`config.mk`:
```
export PLATFORM = sky130hd
export DESIGN_NAME = tac_timer
export DESIGN_NICKNAME = d
export VERILOG_FILES = /design/src/rtl/tac_pkg.sv /design/src/rtl/tac_sync.sv /design/src/rtl/tac_timer.sv
export VERILOG_INCLUDE_DIRS = /design/src /design/src/rtl
export SDC_FILE = /design/constraint.sdc
export NUM_CORES = 1
export LEC_CHECK = 0
export ABC_AREA = 1
export BUFFER_PORTS_ARGS = -buffer_cell sky130_fd_sc_hd__buf_4
export CORE_MARGIN = 1.5
export CORE_UTILIZATION = 50
export CTS_CLUSTER_DIAMETER = 120
export DETAILED_ROUTE_END_ITERATION = 8
export PLACE_DENSITY = 0.84
export SLEW_MARGIN = 20
export SYNTH_ARGS = -nofsm -noshare
export SYNTH_HDL_FRONTEND = slang
export SYNTH_SLANG_ARGS = --single-unit
```
`constraint.sdc`:
```
create_clock -name mclk -period 1.7 [get_ports mclk]
set_input_delay 0.255 -clock mclk [delete_from_list [all_inputs] [get_ports mclk]]
set_output_delay 0.255 -clock mclk [all_outputs]
set_load 0.02 [all_outputs]
```
`src/rtl/tac_map.svh`:
```
`ifndef TAC_MAP_SVH
`define TAC_MAP_SVH
// ==========================================
// Register byte offsets on the APB side
`define TAC_OFS_CNT_LO 8'h00
`define TAC_OFS_CNT_HI 8'h04
`define TAC_OFS_RLD_LO 8'h08
`define TAC_OFS_RLD_HI 8'h0C
`define TAC_OFS_CTRL 8'h10
`define TAC_OFS_STAT 8'h14
// ==========================================
// Control register fields
`define TAC_CTRL_MODE_HI 7
`define TAC_CTRL_MODE_LO 5
`define TAC_CTRL_CAPT 6
`define TAC_CTRL_POL 5
`define TAC_CTRL_RUN 4
// ==========================================
// Status register fields
`define TAC_STAT_PEND 0
`define TAC_STAT_GIE 1
`define TAC_STAT_TIE 2
`define TAC_STAT_PIN 3
// ==========================================
// Reset values
`define TAC_RST_CTRL 8'h00
`define TAC_RST_CNT 16'h0000
`define TAC_RST_RLD 16'h0000
// ==========================================
// Pin synchroniser depth
`define TAC_SYNC_STAGES 2
`endif

```
`src/rtl/tac_pkg.sv`:
```
// ==========================================
// Types shared by the timer files
package tac_pkg;
    // Mode codes held in control bits 7..5
    typedef enum logic [2:0] {
        TAC_EXT_POS = 3'h0,
        TAC_EXT_NEG = 3'h1,
        TAC_BAD_2 = 3'h2,
        TAC_BAD_3 = 3'h3,
        TAC_RELOAD = 3'h4,
        TAC_RELOAD_TGL = 3'h5,
        TAC_CAPT_POS = 3'h6,
        TAC_CAPT_NEG = 3'h7
    } tac_mode_t;
endpackage

```
`src/rtl/tac_sync.sv`:
```
`timescale 1ns/10ps
// ==========================================
// Two-stage level synchroniser
module tac_sync #(
    parameter int STAGES = 2
) (
    input wire logic mclk,
    input wire logic sys_rst,
    input wire logic async_in,
    output logic sync_out
);
    // Shift chain; only the last stage is read outside
    logic [STAGES-1:0] chain_reg;

    // Elaboration guard: fewer than two stages is not a synchroniser
    if (STAGES < 2) begin : g_chk
        $error("tac_sync needs at least two stages");
    end

    // Sample the pin, then pass it down the chain
    always_ff @(posedge mclk) begin
        if (sys_rst) begin
            chain_reg <= '0;
        end else begin
            chain_reg <= {chain_reg[STAGES-2:0], async_in};
        end
    end

    assign sync_out = chain_reg[STAGES-1];
endmodule

```
`src/rtl/tac_timer.sv`:
```
`timescale 1ns/10ps
`include "tac_map.svh"
// Overview of operation
// - Reload mode: decrement each cycle while running
// - Underflow loads reload value, keeps counting
// - Mode 101 drives pin, toggles each underflow
// - Mode 100 reloads silently; underflow raises interrupt
// - External mode counts selected pin edges
// - Codes 000/001 pick rising/falling count edge
// - External underflow reloads and raises interrupt
// - Capture mode counts; edge copies count
// - Code 110 rising, 111 falling capture edge
// - Capture edge raises interrupt, not underflow
// - Run bit starts; clearing holds the count
// - Pulse: on time counted, off time reloaded
// - Counter and reload reg as byte pairs
// - Acknowledge clears global enable; pending stays
module tac_timer #(
    parameter int CNT_W = 16
) (
    input wire logic mclk,
    input wire logic sys_rst,
    input wire logic psel,
    input wire logic penable,
    input wire logic pwrite,
    input wire logic [7:0] paddr,
    input wire logic [31:0] pwdata,
    output logic [31:0] prdata,
    output logic pready,
    output logic pslverr,
    input wire logic timer_io_in,
    output logic timer_io_out,
    output logic timer_io_oe,
    input wire logic irq_ack,
    output logic timer_irq
);
    // ==========================================
    // Elaboration check
    // The register map splits the count into exactly two bytes
    if (CNT_W != 16) begin : g_chk
        $error("tac_timer supports a 16-bit counter only");
    end

    // ==========================================
    // State
    logic [CNT_W-1:0] down_counter_reg; // Running count
    logic [CNT_W-1:0] reload_capture_reg; // Reload or capture value
    logic [7:0] timer_serial_control_reg; // Mode, run, spare bits
    logic pend_reg; // Sticky timer pending flag
    logic global_irq_enable_reg; // Global enable
    logic tie_reg; // Timer interrupt enable
    logic pin_reg; // Level driven on the pin
    logic oe_reg; // Pin drive enable
    logic irq_reg; // Interrupt request out
    logic [31:0] prdata_reg; // Read data, loaded in setup
    logic pready_reg; // One access cycle per transfer
    logic pslverr_reg; // Unmapped address answer
    logic pin_d_reg; // Previous synchronised pin

    // ==========================================
    // Decode of the control register
    tac_pkg::tac_mode_t mode;
    logic run; // Run bit
    logic ext_mode; // Codes 000 and 001
    logic tmr_mode; // Codes 100 and 101
    logic cap_mode; // Codes 110 and 111
    logic pin_s; // Synchronised pin level
    logic rise; // Rising edge seen this cycle
    logic fall; // Falling edge seen this cycle
    logic sel_edge; // Edge chosen by polarity bit
    logic step; // Counter moves this cycle
    logic uflow; // Count leaves zero
    logic capt; // Capture strobe
    logic hit; // Interrupt source event

    assign mode = tac_pkg::tac_mode_t'(
        timer_serial_control_reg[`TAC_CTRL_MODE_HI:`TAC_CTRL_MODE_LO]);
    assign run = timer_serial_control_reg[`TAC_CTRL_RUN];
    // Codes 010 and 011 leave all three clear: the timer idles
    assign ext_mode = (mode == tac_pkg::TAC_EXT_POS) || (mode == tac_pkg::TAC_EXT_NEG);
    assign tmr_mode = (mode == tac_pkg::TAC_RELOAD) || (mode == tac_pkg::TAC_RELOAD_TGL);
    assign cap_mode = (mode == tac_pkg::TAC_CAPT_POS) || (mode == tac_pkg::TAC_CAPT_NEG);

    // ==========================================
    // Pin synchroniser and edge detection
    // The pin is asynchronous; two flops guard against metastability
    tac_sync #(
        .STAGES(`TAC_SYNC_STAGES)
    ) u_sync (
        .mclk(mclk),
        .sys_rst(sys_rst),
        .async_in(timer_io_in),
        .sync_out(pin_s)
    );

    // Third flop gives the previous level for edge detection
    always_ff @(posedge mclk) begin
        if (sys_rst) begin
            pin_d_reg <= 1'b0;
        end else begin
            pin_d_reg <= pin_s;
        end
    end

    // One-cycle edge pulses, so each edge counts once
    assign rise = pin_s & ~pin_d_reg;
    assign fall = ~pin_s & pin_d_reg;
    // Polarity bit: 0 rising, 1 falling, in both edge modes
    assign sel_edge = timer_serial_control_reg[`TAC_CTRL_POL] ? fall : rise;

    // ==========================================
    // Count enable, underflow and capture
    // Cycle rate in timer and capture modes, pin edges in external mode
    assign step = run & ((ext_mode & sel_edge) | tmr_mode | cap_mode);
    // Capture mode simply wraps; it has no reload source
    assign uflow = step & ~cap_mode & (down_counter_reg == '0);
    assign capt = run & cap_mode & sel_edge;
    // Capture edge replaces underflow as the interrupt source
    assign hit = cap_mode ? capt : uflow;

    // ==========================================
    // APB strobes
    logic setup; // Setup cycle of a transfer
    logic wr; // Write takes effect this edge
    logic mapped; // Address hits a register

    assign setup = psel & ~penable;
    assign wr = psel & penable & pwrite & pready_reg & ~pslverr_reg;
    always_comb begin
        case (paddr)
            `TAC_OFS_CNT_LO, `TAC_OFS_CNT_HI, `TAC_OFS_RLD_LO,
            `TAC_OFS_RLD_HI, `TAC_OFS_CTRL, `TAC_OFS_STAT: begin
                mapped = 1'b1;
            end
            default: begin
                mapped = 1'b0;
            end
        endcase
    end

    // Ready one cycle after setup: every transfer has one access cycle
    always_ff @(posedge mclk) begin
        if (sys_rst) begin
            pready_reg <= 1'b0;
            pslverr_reg <= 1'b0;
        end else begin
            pready_reg <= setup;
            pslverr_reg <= setup & ~mapped;
        end
    end

    // Read data is sampled in setup; a count moving meanwhile is one cycle stale
    always_ff @(posedge mclk) begin
        if (sys_rst) begin
            prdata_reg <= 32'h0000_0000;
        end else if (setup & ~pwrite) begin
            case (paddr)
                // Byte-wide views of the counter and reload pair
                `TAC_OFS_CNT_LO: begin
                    prdata_reg <= {24'h00_0000, down_counter_reg[7:0]};
                end
                `TAC_OFS_CNT_HI: begin
                    prdata_reg <= {24'h00_0000, down_counter_reg[15:8]};
                end
                `TAC_OFS_RLD_LO: begin
                    prdata_reg <= {24'h00_0000, reload_capture_reg[7:0]};
                end
                `TAC_OFS_RLD_HI: begin
                    prdata_reg <= {24'h00_0000, reload_capture_reg[15:8]};
                end
                `TAC_OFS_CTRL: begin
                    prdata_reg <= {24'h00_0000, timer_serial_control_reg};
                end
                `TAC_OFS_STAT: begin
                    prdata_reg <= {28'h000_0000, pin_reg, tie_reg, global_irq_enable_reg, pend_reg};
                end
                // Unmapped reads return zero with an error
                default: begin
                    prdata_reg <= 32'h0000_0000;
                end
            endcase
        end
    end

    // ==========================================
    // Control register
    // Bits 3..0 are plain storage for the neighbouring serial port
    always_ff @(posedge mclk) begin
        if (sys_rst) begin
            timer_serial_control_reg <= `TAC_RST_CTRL;
        end else if (wr && paddr == `TAC_OFS_CTRL) begin
            timer_serial_control_reg <= pwdata[7:0];
        end
    end

    // ==========================================
    // Down counter
    // A software write wins over counting in the same cycle
    always_ff @(posedge mclk) begin
        if (sys_rst) begin
            down_counter_reg <= `TAC_RST_CNT;
        end else if (wr && paddr == `TAC_OFS_CNT_LO) begin
            down_counter_reg[7:0] <= pwdata[7:0];
        end else if (wr && paddr == `TAC_OFS_CNT_HI) begin
            down_counter_reg[15:8] <= pwdata[7:0];
        end else if (uflow) begin
            // Reload replaces zero; no all-ones state in between
            down_counter_reg <= reload_capture_reg;
        end else if (step) begin
            down_counter_reg <= down_counter_reg - 1'b1;
        end
    end

    // ==========================================
    // Reload and capture register
    // A capture wins over a software write in the same cycle
    always_ff @(posedge mclk) begin
        if (sys_rst) begin
            reload_capture_reg <= `TAC_RST_RLD;
        end else if (capt) begin
            reload_capture_reg <= down_counter_reg;
        end else if (wr && paddr == `TAC_OFS_RLD_LO) begin
            reload_capture_reg[7:0] <= pwdata[7:0];
        end else if (wr && paddr == `TAC_OFS_RLD_HI) begin
            reload_capture_reg[15:8] <= pwdata[7:0];
        end
    end

    // ==========================================
    // Timer pin
    // Software presets the level, e.g. high for the on phase
    always_ff @(posedge mclk) begin
        if (sys_rst) begin
            pin_reg <= 1'b0;
        end else if (uflow && mode == tac_pkg::TAC_RELOAD_TGL) begin
            pin_reg <= ~pin_reg;
        end else if (wr && paddr == `TAC_OFS_STAT) begin
            pin_reg <= pwdata[`TAC_STAT_PIN];
        end
    end

    // Only the toggle mode drives the pin; other modes leave it an input
    always_ff @(posedge mclk) begin
        if (sys_rst) begin
            oe_reg <= 1'b0;
        end else begin
            oe_reg <= (mode == tac_pkg::TAC_RELOAD_TGL);
        end
    end

    // ==========================================
    // Interrupt flags
    // Pending is write-one-to-clear; a new event beats the clear
    always_ff @(posedge mclk) begin
        if (sys_rst) begin
            pend_reg <= 1'b0;
        end else if (hit) begin
            pend_reg <= 1'b1;
        end else if (wr && paddr == `TAC_OFS_STAT && pwdata[`TAC_STAT_PEND]) begin
            pend_reg <= 1'b0;
        end
    end

    // Acknowledge drops the global enable; software sets it again
    always_ff @(posedge mclk) begin
        if (sys_rst) begin
            global_irq_enable_reg <= 1'b0;
        end else if (irq_ack) begin
            global_irq_enable_reg <= 1'b0;
        end else if (wr && paddr == `TAC_OFS_STAT) begin
            global_irq_enable_reg <= pwdata[`TAC_STAT_GIE];
        end
    end

    // Timer interrupt enable
    always_ff @(posedge mclk) begin
        if (sys_rst) begin
            tie_reg <= 1'b0;
        end else if (wr && paddr == `TAC_OFS_STAT) begin
            tie_reg <= pwdata[`TAC_STAT_TIE];
        end
    end

    // Request level follows the flags one cycle later
    always_ff @(posedge mclk) begin
        if (sys_rst) begin
            irq_reg <= 1'b0;
        end else begin
            irq_reg <= global_irq_enable_reg & tie_reg & pend_reg & ~irq_ack;
        end
    end

    // ==========================================
    // Outputs, all straight from flops
    assign prdata = prdata_reg;
    assign pready = pready_reg;
    assign pslverr = pslverr_reg;
    assign timer_io_out = pin_reg;
    assign timer_io_oe = oe_reg;
    assign timer_irq = irq_reg;

    // Count steps that neither write nor reload
    logic plain_step;
    assign plain_step = step & ~uflow & ~(wr & (paddr == `TAC_OFS_CNT_LO || paddr == `TAC_OFS_CNT_HI));
endmodule

```
## After elaboration in Yosys (flattened, before gate mapping)

Cells that the tools add are included.

- Register bits: 83

- $add $sub $neg: 1
- Equality and inequality tests: 12
- Muxes and demuxes: 17
- Bitwise operators: 30
- Reduce and logical (&&, ||, !) cells: 25

Operator list:

| cell | count |
|---|---|
| $mux W16 | 3 |
| $mux W8 | 6 |
| $pmux W8 S6 | 1 |
| $and A1 B1 Y1 | 18 |
| $eq A8 B4 Y1 const B | 2 |
| $eq A8 B5 Y1 const B | 2 |
| $logic_not A16 Y1 | 1 |
| $sub A16 B1 Y16 const B | 1 |
| $eq A3 B3 Y1 const B | 4 |
| $not A1 Y1 | 10 |
| $eq A8 B3 Y1 const B | 1 |
| $logic_and A1 B1 Y1 | 8 |
| $logic_not A8 Y1 | 1 |
| $reduce_bool A2 Y1 | 4 |
| $mux W1 | 7 |
| $reduce_and A2 Y1 | 3 |
| $reduce_bool A3 Y1 | 2 |
| $reduce_or A6 Y1 | 1 |
| $ne A2 B2 Y1 const B | 2 |
| $eq A3 B1 Y1 const B | 1 |
| $logic_not A3 Y1 | 1 |
| $logic_or A1 B1 Y1 | 3 |
| $or A1 B1 Y1 | 2 |
| $reduce_or A2 Y1 | 1 |

## Depth between registers and ports, before layout

Gate-level depths: netlist of run 1.

- Depth after elaboration: 12
- Depth in mapped cells: 13
- Depth with buffers taken out: 13

## Cells and area by module

A second synthesis of run 1 with hierarchy kept.

- Cell total of the unflattened synthesis: 577
- Area total of the unflattened synthesis: 3,722.3 um^2

By module, submodules not included:

| module | instances | cells each | area an instance (um^2) | sequential area each (um^2) |
|---|---|---|---|---|
| tac_timer | 1 | 571 | 3,667.3 | 1,141.1 |
| tac_sync | 1 | 6 | 55.1 | 40.0 |

## Worst setup path after synthesis of run 1

OpenSTA, ideal clock, no wires.

- Kind: register to register
- Start: reg down_counter_reg[0]
- End: reg down_counter_reg[1]
- Library setup time: 0.132 ns
- Arrival: 1.515 ns
- Required time: 1.568 ns
- Slack: 0.053 ns
- Stages on the path, launching flop included: 14
- Path buffers: 0
- Clock period less this slack: 1.647 ns
- Path through: dfxtp_1 -> inv_1 -> ha_1 -> inv_1 -> nor2_1 -> nand3_1 -> nor2_1 -> nand2_1 -> nor2_1 -> nand2_1 -> inv_1 -> nand2_1 -> nand3_1 -> a21oi_2

- Word-level cells in the longest chain between the ends: 5
- Elaborated cells on any way between the ends: 9
- Those cells by class: 1 x add/sub; 4 x mux; 1 x bitwise; 3 x reduce/logical

RTL lines:

| item | RTL line | source |
|---|---|---|
| start, declared | tac_timer.sv:46 | `logic [CNT_W-1:0] down_counter_reg;` |
| start signal, assigned | tac_timer.sv:201 | `` down_counter_reg <= `TAC_RST_CNT; `` |
| start signal, assigned | tac_timer.sv:203 | `down_counter_reg[7:0] <= pwdata[7:0];` |
| start signal, assigned | tac_timer.sv:208 | `down_counter_reg <= reload_capture_reg;` |
| $sub A16 B1 Y16 / $logic_not A16 Y1 (equally long branches) | tac_timer.sv:210, tac_timer.sv:116 |  |
| $mux W16 / $and A1 B1 Y1 (equally long branches) | tac_timer.sv:209, tac_timer.sv:116 |  |
| $mux W16 | tac_timer.sv:206 | `end else if (uflow) begin` |
| $mux W8 | tac_timer.sv:204 | `` end else if (wr && paddr == `TAC_OFS_CNT_HI) begin `` |
| $mux W8 | tac_timer.sv:202 | `` end else if (wr && paddr == `TAC_OFS_CNT_LO) begin `` |

Parallel ways exist; a longest one is shown, timed or not. The select of a mux whose other input is x is not followed.
A chain may end at the register's enable or synchronous reset.

## Final worst setup path of run 1

- Start: reg timer_serial_control_reg[5]
- End: reg down_counter_reg[10]

- Word-level cells in the longest chain between the ends: 10
- Elaborated cells on any way between the ends: 21
- Those cells by class: 5 x eq/ne; 3 x mux; 7 x bitwise; 6 x reduce/logical

RTL lines:

| item | RTL line | source |
|---|---|---|
| start, declared | tac_timer.sv:48 | `logic [7:0] timer_serial_control_reg;` |
| start signal, assigned | tac_timer.sv:190 | `` timer_serial_control_reg <= `TAC_RST_CTRL; `` |
| start signal, assigned | tac_timer.sv:192 | `timer_serial_control_reg <= pwdata[7:0];` |
| $eq A3 B1 Y1 / $logic_not A3 Y1 (equally long branches) | tac_timer.sv:80 | `assign ext_mode = (mode == tac_pkg::TAC_EXT_POS) \|\| (mode == tac_pkg::TAC_EXT_NEG);` |
| $logic_or A1 B1 Y1 | tac_timer.sv:80 |  |
| $and A1 B1 Y1 | tac_timer.sv:114 | `assign step = run & ((ext_mode & sel_edge) \| tmr_mode \| cap_mode);` |
| $or A1 B1 Y1 (2 in series) | tac_timer.sv:114 |  |
| $and A1 B1 Y1 | tac_timer.sv:114 |  |
| $and A1 B1 Y1 (2 in series) | tac_timer.sv:116 | `assign uflow = step & ~cap_mode & (down_counter_reg == '0);` |
| $reduce_bool A3 Y1 (no line) / $mux W16 (equally long branches) | n/a |  |
| $reduce_and A2 Y1 (no line) / $mux W8 (equally long branches) | n/a |  |
| end signal, assigned | tac_timer.sv:201 |  |
| end signal, assigned | tac_timer.sv:205 | `down_counter_reg[15:8] <= pwdata[7:0];` |
| end signal, assigned | tac_timer.sv:208 |  |

Parallel ways exist; a longest one is shown, timed or not.

==> key figures, run 1 <==
Status
  – Outcome: complete, no violations

Timing
  – Final Hold Viols: 0
  – Min Clock Period, post-route: 1700 ps
  – Final period utilization: 0.998
  – Clock skew: 8.53 ps
  – Setup violations, final: 0
  – PnR worst setup slack: 3.94 ps
  – Unrepaired setup endpoints after global routing: yes
  – Maximum clock frequency: 590 MHz
  – Slew Viols, Final: 0
  – Worst hold slack: 119 ps

GRT
  – Remaining Overflow, GRT: 0
  – First-pass GRT wire length: 18,200 µm
  – Global Route Usage Sum: 0.284
  – Initial antenna violation count: 0
  – Vias in the first global route: 3,575
  – Largest net degree at the start of global routing: 33

Clock tree
  – Maximum clock path buffer count: 2
  – Hold buffer count at cts: 0
  – H-tree depth: 3
  – Clock Sinks: 59
  – Clock transition at path regs: 70 ps
  – CTS tree: built
  – Root Driver: clkbuf_8
  – Cts bufs inserted: 9
  – Clock Latency Late Sink: 350 ps

Placement
  – Pre-CTS setup slack: -116 ps
  – # placed instances: 738
  – IO buf count: 35
  – HPWL after DPL: 8360 µm
  – Placer Congestion: 0.944

Worst hold path
  – Hold Path Sink: u_sync.chain_reg[0]$_SDFF_PP0_
  – HP Start: timer_io_in
  – Hold Crit Class: in2reg
  – Hold depth: 3

Worst setup path
  – Worst path bufs/invs: 3
  – Critical path required time: 1980 ps
  – Critical path class: reg2reg
  – Crit-path max cell delay: 360 ps
  – R2r worst-path depth: 11
  – Crit-path max FO: 7
  – Setup slack, reg-to-reg: 4 ps
  – CP most frequent cell: nand2_2
  – RR Startpoint: timer_serial_control_reg[5]$_SDFFE_PP0P_
  – Startpoint types: flip-flop
  – Worst path slowest cell: dfxtp_4
  – Top delay family on crit path: compound AO/OA/AOI/OAI gates
  – Worst EP arrival: 1980 ps
  – Critical path, cell by cell: inv_4 -> nand2_2 -> nand2_2 -> nand3_4 -> a21oi_4 -> buf_6 -> o21ai_4 -> buf_12 -> nor2_1 -> nand2_1 -> a21oi_1
  – Critical Path Sink Type: flip-flop
  – Reg-to-Reg End: down_counter_reg[10]$_SDFFE_PP0P_

Floorplan
  – Initial Util: 0.522
  – I/O pin count: 84
  – Die H: 90.3 µm
  – Die ar.: 8150 µm²
  – Cell row count: 31
  – Core Area: 7290 µm²
  – DIE WIDTH: 90.3 µm

Layout
  – Nets: 706
  – Most frequent cells in the layout: 134 x nand2_1, 85 x buf_4, 57 x inv_1, 53 x dfxtp_1, 50 x a21oi_1
  – Layout cell share with drive strength beyond 1: 0.299
  – Most common cell after layout, fill and taps aside: nand2_1
  – Layout overhead on the synthesized area: 27.4%
  – N_diodes: 0
  – Post-route insts no fill: 762

Detailed routing
  – Via/cell ratio: 5.44
  – Post-route DRC: 0
  – Detailed Routing Iterations Pass 1: 7
  – Routed Antenna Nets: 0
  – Vias: 4,142
  – Routed Wire Length: 11,700 µm
  – Routed WL per cell: 15.3 µm
  – DRT iter0 DRCs: 472

Synth
  – Synth Warn #: 0
  – Flops & latches, synth: 59
  – Share of the synthesized area in the top cell type: 0.310
  – Area leader, netlist: dfxtp_1
  – Post-synthesis cell type count: 39
  – Register area share after synthesis: 0.310
  – Cells after synthesis: 572
  – Syn Area/Cell: 6.65 µm²
  – Synth top area cells: dfxtp_1 31%, nand2_1 14%, a21oi_1 7.1%
  – Synthesized area: 3810 µm²

Pwr
  – Power Density: 634 nW/µm²
  – Clock share of power: 0.467
  – P_int: 0.00229 W
  – Psw: 0.000784 W
  – Comb pwr share: 0.080
  – Overall power: 0.00307 W
  – Peak VDD IR: 0.406 mV
  – Seq pwr share: 0.454
  – P_leak: 2.16 nW
  – Sw Ratio: 0.255

Run
  – Max-cap viol count: 0
-- worst register-to-register path, cell delays in order, from the launching register on --
cell and delay (ps):
dfxtp_4 360, inv_4 60, nand2_2 50, nand2_2 90, nand3_4 90, a21oi_4 280, buf_6 170, o21ai_4 80
buf_12 160, nor2_1 100, nand2_1 60, a21oi_1 120
-- routing by layer --
layer / vias up / GRT usage / part of all wire
met2: 243 / 0.458 / 0.46
met1: 1898 / 0.386 / 0.42
met3: 28 / 0.0572 / 0.098
met4: 0 / 0.0780 / 0.023
met5: - / 0 / 0
li1: 1973 / - / -
-- how the worst max path moves through the flow --
stage / start / end / slack (ps) / cells past startpoint
final: timer_serial_control_reg[5]$_SDFFE_PP0P_ / down_counter_reg[10]$_SDFFE_PP0P_ / 4 / 11
after CTS: down_counter_reg[1]$_SDFFE_PP0P_ / down_counter_reg[10]$_SDFFE_PP0P_ / 4 / 13
after global placement: down_counter_reg[0]$_SDFFE_PP0P_ / down_counter_reg[5]$_SDFFE_PP0P_ / -70 / 13
after global routing: down_counter_reg[1]$_SDFFE_PP0P_ / down_counter_reg[15]$_SDFFE_PP0P_ / -60 / 12
after detailed placement: down_counter_reg[0]$_SDFFE_PP0P_ / down_counter_reg[1]$_SDFFE_PP0P_ / -120 / 13
after floorplan: down_counter_reg[0]$_SDFFE_PP0P_ / down_counter_reg[1]$_SDFFE_PP0P_ / 50 / 13
-- through the flow --
| stage | setup TNS, ps | util | instance area, µm² |
|---|---|---|---|
| 2_1_floorplan | 0 | - | 3890 |
| 6_report | 0 | 0.665 | 4850 |
| 3_3_place_gp | -323 | 0.600 | 4380 |
| 4_1_cts | 0 | 0.637 | 4640 |
| 5_1_grt | -459 | 0.665 | 4850 |
| 3_5_place_dp | -814 | 0.600 | 4380 |
-- cells in the mapped netlist --
master and n:
a221oi_1 1, nand2_2 4, nor2_4 3, clkbuf_1 7, nor2_8 3, inv_1 62, a21oi_4 1, inv_2 8
buf_4 26, a21oi_2 6, ha_1 1, o21ai_0 40, o21ai_1 2, nor3_4 2, o211ai_1 3, a21oi_1 54
nand2_1 142, nor3_2 1, o31ai_1 1, o21ai_4 1, nand2_4 5, inv_4 1, nand3_4 1, nand3_1 36
o221ai_1 1, nand3_2 6, buf_1 1, nor3_1 5, buf_2 1, nor2_1 55, buf_6 4, o211ai_2 3
o22ai_1 9, conb_1 1, dfxtp_1 59, xor2_1 7, or2_2 1, nor2_2 5, nand4_1 3
-- power groups by stage --
stage	sequential [W]	clock (W)	combinational, W
floorplan	0.00143	0	0.000177
global placement	0.00143	0	0.000228
detailed placement	0.00143	0	0.000231
CTS	0.00140	0.00145	0.000234
global route	0.00140	0.00153	0.000264
finish	0.00139	0.00143	0.000245
-- area by class of cell --
class	instances	area, µm²
fill	666	2440
multi-input combinational	427	2310
timing repair buffer	90	726
clock buffer	10	128
inverter	71	274
sequential	59	1190
clock inverter	6	90.1
tap	99	124
-- cells by family after synthesis --
| family | Yosys count | share of synthesized area |
|---|---|---|
| xor+xnor | 7 | 0.0161 |
| compound gates | 122 | 0.186 |
| fa+ha+maj | 1 | 0.00329 |
| buf+inv | 110 | 0.143 |
| flops | 59 | 0.310 |
| other cells | 1 | 0.000985 |
| simple gates | 272 | 0.341 |
-- what timing repair did --
item,4_1_cts,5_1_grt
endpoints found under the setup margin,16,31
pin swaps,5,13
setup buffers,1,5
hold endpoints to repair,0,0
resized for setup,10,44
gates cloned,1,1
Note: power is estimated with default switching activity, not from simulation.
==> run 2: changes to the inputs <==
- CORE_MARGIN: 1.5 -> 3
==> run 2 against run 1 <==
Critical path depth fell by 1. Cell count rose by 1.3%. Count of clock-buffer cells in the layout did not move. First-iteration DRC count fell by 13%. Largest cell class unchanged.
==> key figures, run 2 (synthesized netlist as in run 1, its figures left out) <==
Worst setup path
  – Worst EP arrival: 1890 ps
  – Top delay family on crit path: compound AO/OA/AOI/OAI gates
  – Worst path slowest cell: dfxtp_1
  – CP most frequent cell: a21oi_1
  – Startpoint types: flip-flop
  – Reg-to-Reg End: down_counter_reg[8]$_SDFFE_PP0P_
  – Critical Path Sink Type: flip-flop
  – Crit-path max FO: 6
  – Critical path, cell by cell: inv_1 -> nand2_1 -> nand2_2 -> nand3_4 -> a21oi_4 -> buf_12 -> o21ai_4 -> buf_4 -> a21oi_1 -> a21oi_1
  – Critical path class: reg2reg
  – Worst path bufs/invs: 3
  – RR Startpoint: u_sync.chain_reg[1]$_SDFF_PP0_
  – Critical path required time: 1930 ps
  – Crit-path max cell delay: 320 ps
  – Setup slack, reg-to-reg: 40 ps
  – R2r worst-path depth: 10

GRT
  – Initial antenna violation count: 0
  – First-pass GRT wire length: 17,900 µm
  – Global Route Usage Sum: 0.265
  – Largest net degree at the start of global routing: 24
  – Remaining Overflow, GRT: 0
  – Vias in the first global route: 3,655

Pwr
  – P_leak: 2.18 nW
  – Power Density: 637 nW/µm²
  – Peak VDD IR: 0.498 mV

Run
  – Max-cap viol count: 0

Clock tree
  – Clock Latency Late Sink: 350 ps
  – Root Driver: clkbuf_8
  – Clock Sinks: 59
  – Hold buffer count at cts: 0
  – CTS tree: built
  – H-tree depth: 3
  – Cts bufs inserted: 9
  – Clock transition at path regs: 70 ps
  – Maximum clock path buffer count: 2

Layout
  – Layout overhead on the synthesized area: 28.2%
  – N_diodes: 0
  – Multi-input gate area: 2300 µm²
  – Post-route insts no fill: 772
  – Most frequent cells in the layout: 136 x nand2_1, 97 x buf_4, 57 x inv_1, 53 x dfxtp_1, 51 x a21oi_1
  – Fillers: 649
  – Post-route cell area: 4880 µm²
  – Register cell area after layout: 1190 µm²
  – Most common cell after layout, fill and taps aside: nand2_1
  – Nets: 716
  – Layout cell share with drive strength beyond 1: 0.302
  – Post-layout util: 0.666

Timing
  – Final period utilization: 0.979
  – Maximum clock frequency: 601 MHz
  – Min Clock Period, post-route: 1660 ps
  – Unrepaired setup endpoints after global routing: yes
  – Worst hold slack: 105 ps
  – Setup violations, final: 0
  – Final Hold Viols: 0
  – Slew Viols, Final: 0
  – Clock skew: 6.26 ps

Floorplan
  – Cell row count: 31
  – Initial Util: 0.519
  – DIE WIDTH: 93.3 µm
  – Die H: 93.3 µm
  – Die ar.: 8700 µm²
  – Core Area: 7330 µm²
  – I/O pin count: 84

Detailed routing
  – Detailed Routing Iterations Pass 1: 6
  – Routed Antenna Nets: 0
  – Routed Wire Length: 11,600 µm
  – Vias: 4,154
  – Post-route DRC: 0
  – DRT iter0 DRCs: 413
  – Routed WL per cell: 15.1 µm
  – Via/cell ratio: 5.38

Placement
  – # placed instances: 739
  – HPWL after DPL: 8470 µm
  – Post-DP Area: 4380 µm²
  – Placer Congestion: 0.980
  – IO buf count: 35

Status
  – Outcome: complete, no violations

Worst hold path
  – Hold Path Sink: u_sync.chain_reg[0]$_SDFF_PP0_
  – HP Start: timer_io_in
  – Hold Crit Class: in2reg
  – Hold depth: 3
run 2: cell count changes in the layout (fill, tap and decap cells not counted), moves of 2 or more:
cell,change
nor2_4,-2
nor2_2,-2
nand2_2,-2
nor2_1,+4
nand2_1,+2
buf_4,+12
run 2: stage by stage:
step	setup TNS (ps)	worst slack, ps	power [W]
global placement	-304	-69.5	0.00166
floorplan	0	52.9	0.00161
finish	0	36.0	0.00311
detailed placement	-562	-113	0.00166
CTS	0	10.8	0.00311
global route	-191	-35.1	0.00320
run 2: worst max-delay path by stage:
stage	depth (start not counted)	from	end
after global placement	13	down_counter_reg[0]$_SDFFE_PP0P_	down_counter_reg[0]$_SDFFE_PP0P_
after detailed placement	13	down_counter_reg[0]$_SDFFE_PP0P_	down_counter_reg[2]$_SDFFE_PP0P_
after floorplan	13	down_counter_reg[0]$_SDFFE_PP0P_	down_counter_reg[1]$_SDFFE_PP0P_
after global routing	9	u_sync.chain_reg[1]$_SDFF_PP0_	down_counter_reg[2]$_SDFFE_PP0P_
final	10	u_sync.chain_reg[1]$_SDFF_PP0_	down_counter_reg[8]$_SDFFE_PP0P_
after CTS	13	down_counter_reg[1]$_SDFFE_PP0P_	down_counter_reg[2]$_SDFFE_PP0P_
run 2: layout make-up:
cell class	count	share of cell area
clock buffers	10	0.0282
clock inverters	6	0.0182
inverters	71	0.0556
multi-input cells	427	0.471
flip-flops and latches	59	0.244
well taps	99	0.0254
repair buffers	100	0.158
run 2: tightest hold or removal path: cells and delay by family:
kind	cells	cell delay, ps
and+or+nand+nor	1	60
buffers and inverters	2	100
run 2: what timing repair did:
action / 4_1_cts / 5_1_grt
setup buffers: 7 / 9
cloned: 1 / 0
setup endpoints to repair: 13 / 34
pin swaps: 5 / 17
gates resized for setup: 12 / 34
run 2: per-layer routing:
layer / track usage / wire (µm)
met5: 0 / 0
met4: 0.0842 / 254
met3: 0.0692 / 1180
met2: 0.437 / 5520
met1: 0.338 / 4670
run 2: where the power goes:
part	internal [W]	switching [W]	leakage (nW)
Combinational	0.0000750	0.000173	1.59
Sequential	0.00139	0.00000482	0.479
Clock	0.000864	0.000601	0.108
Total	0.00233	0.000779	2.18
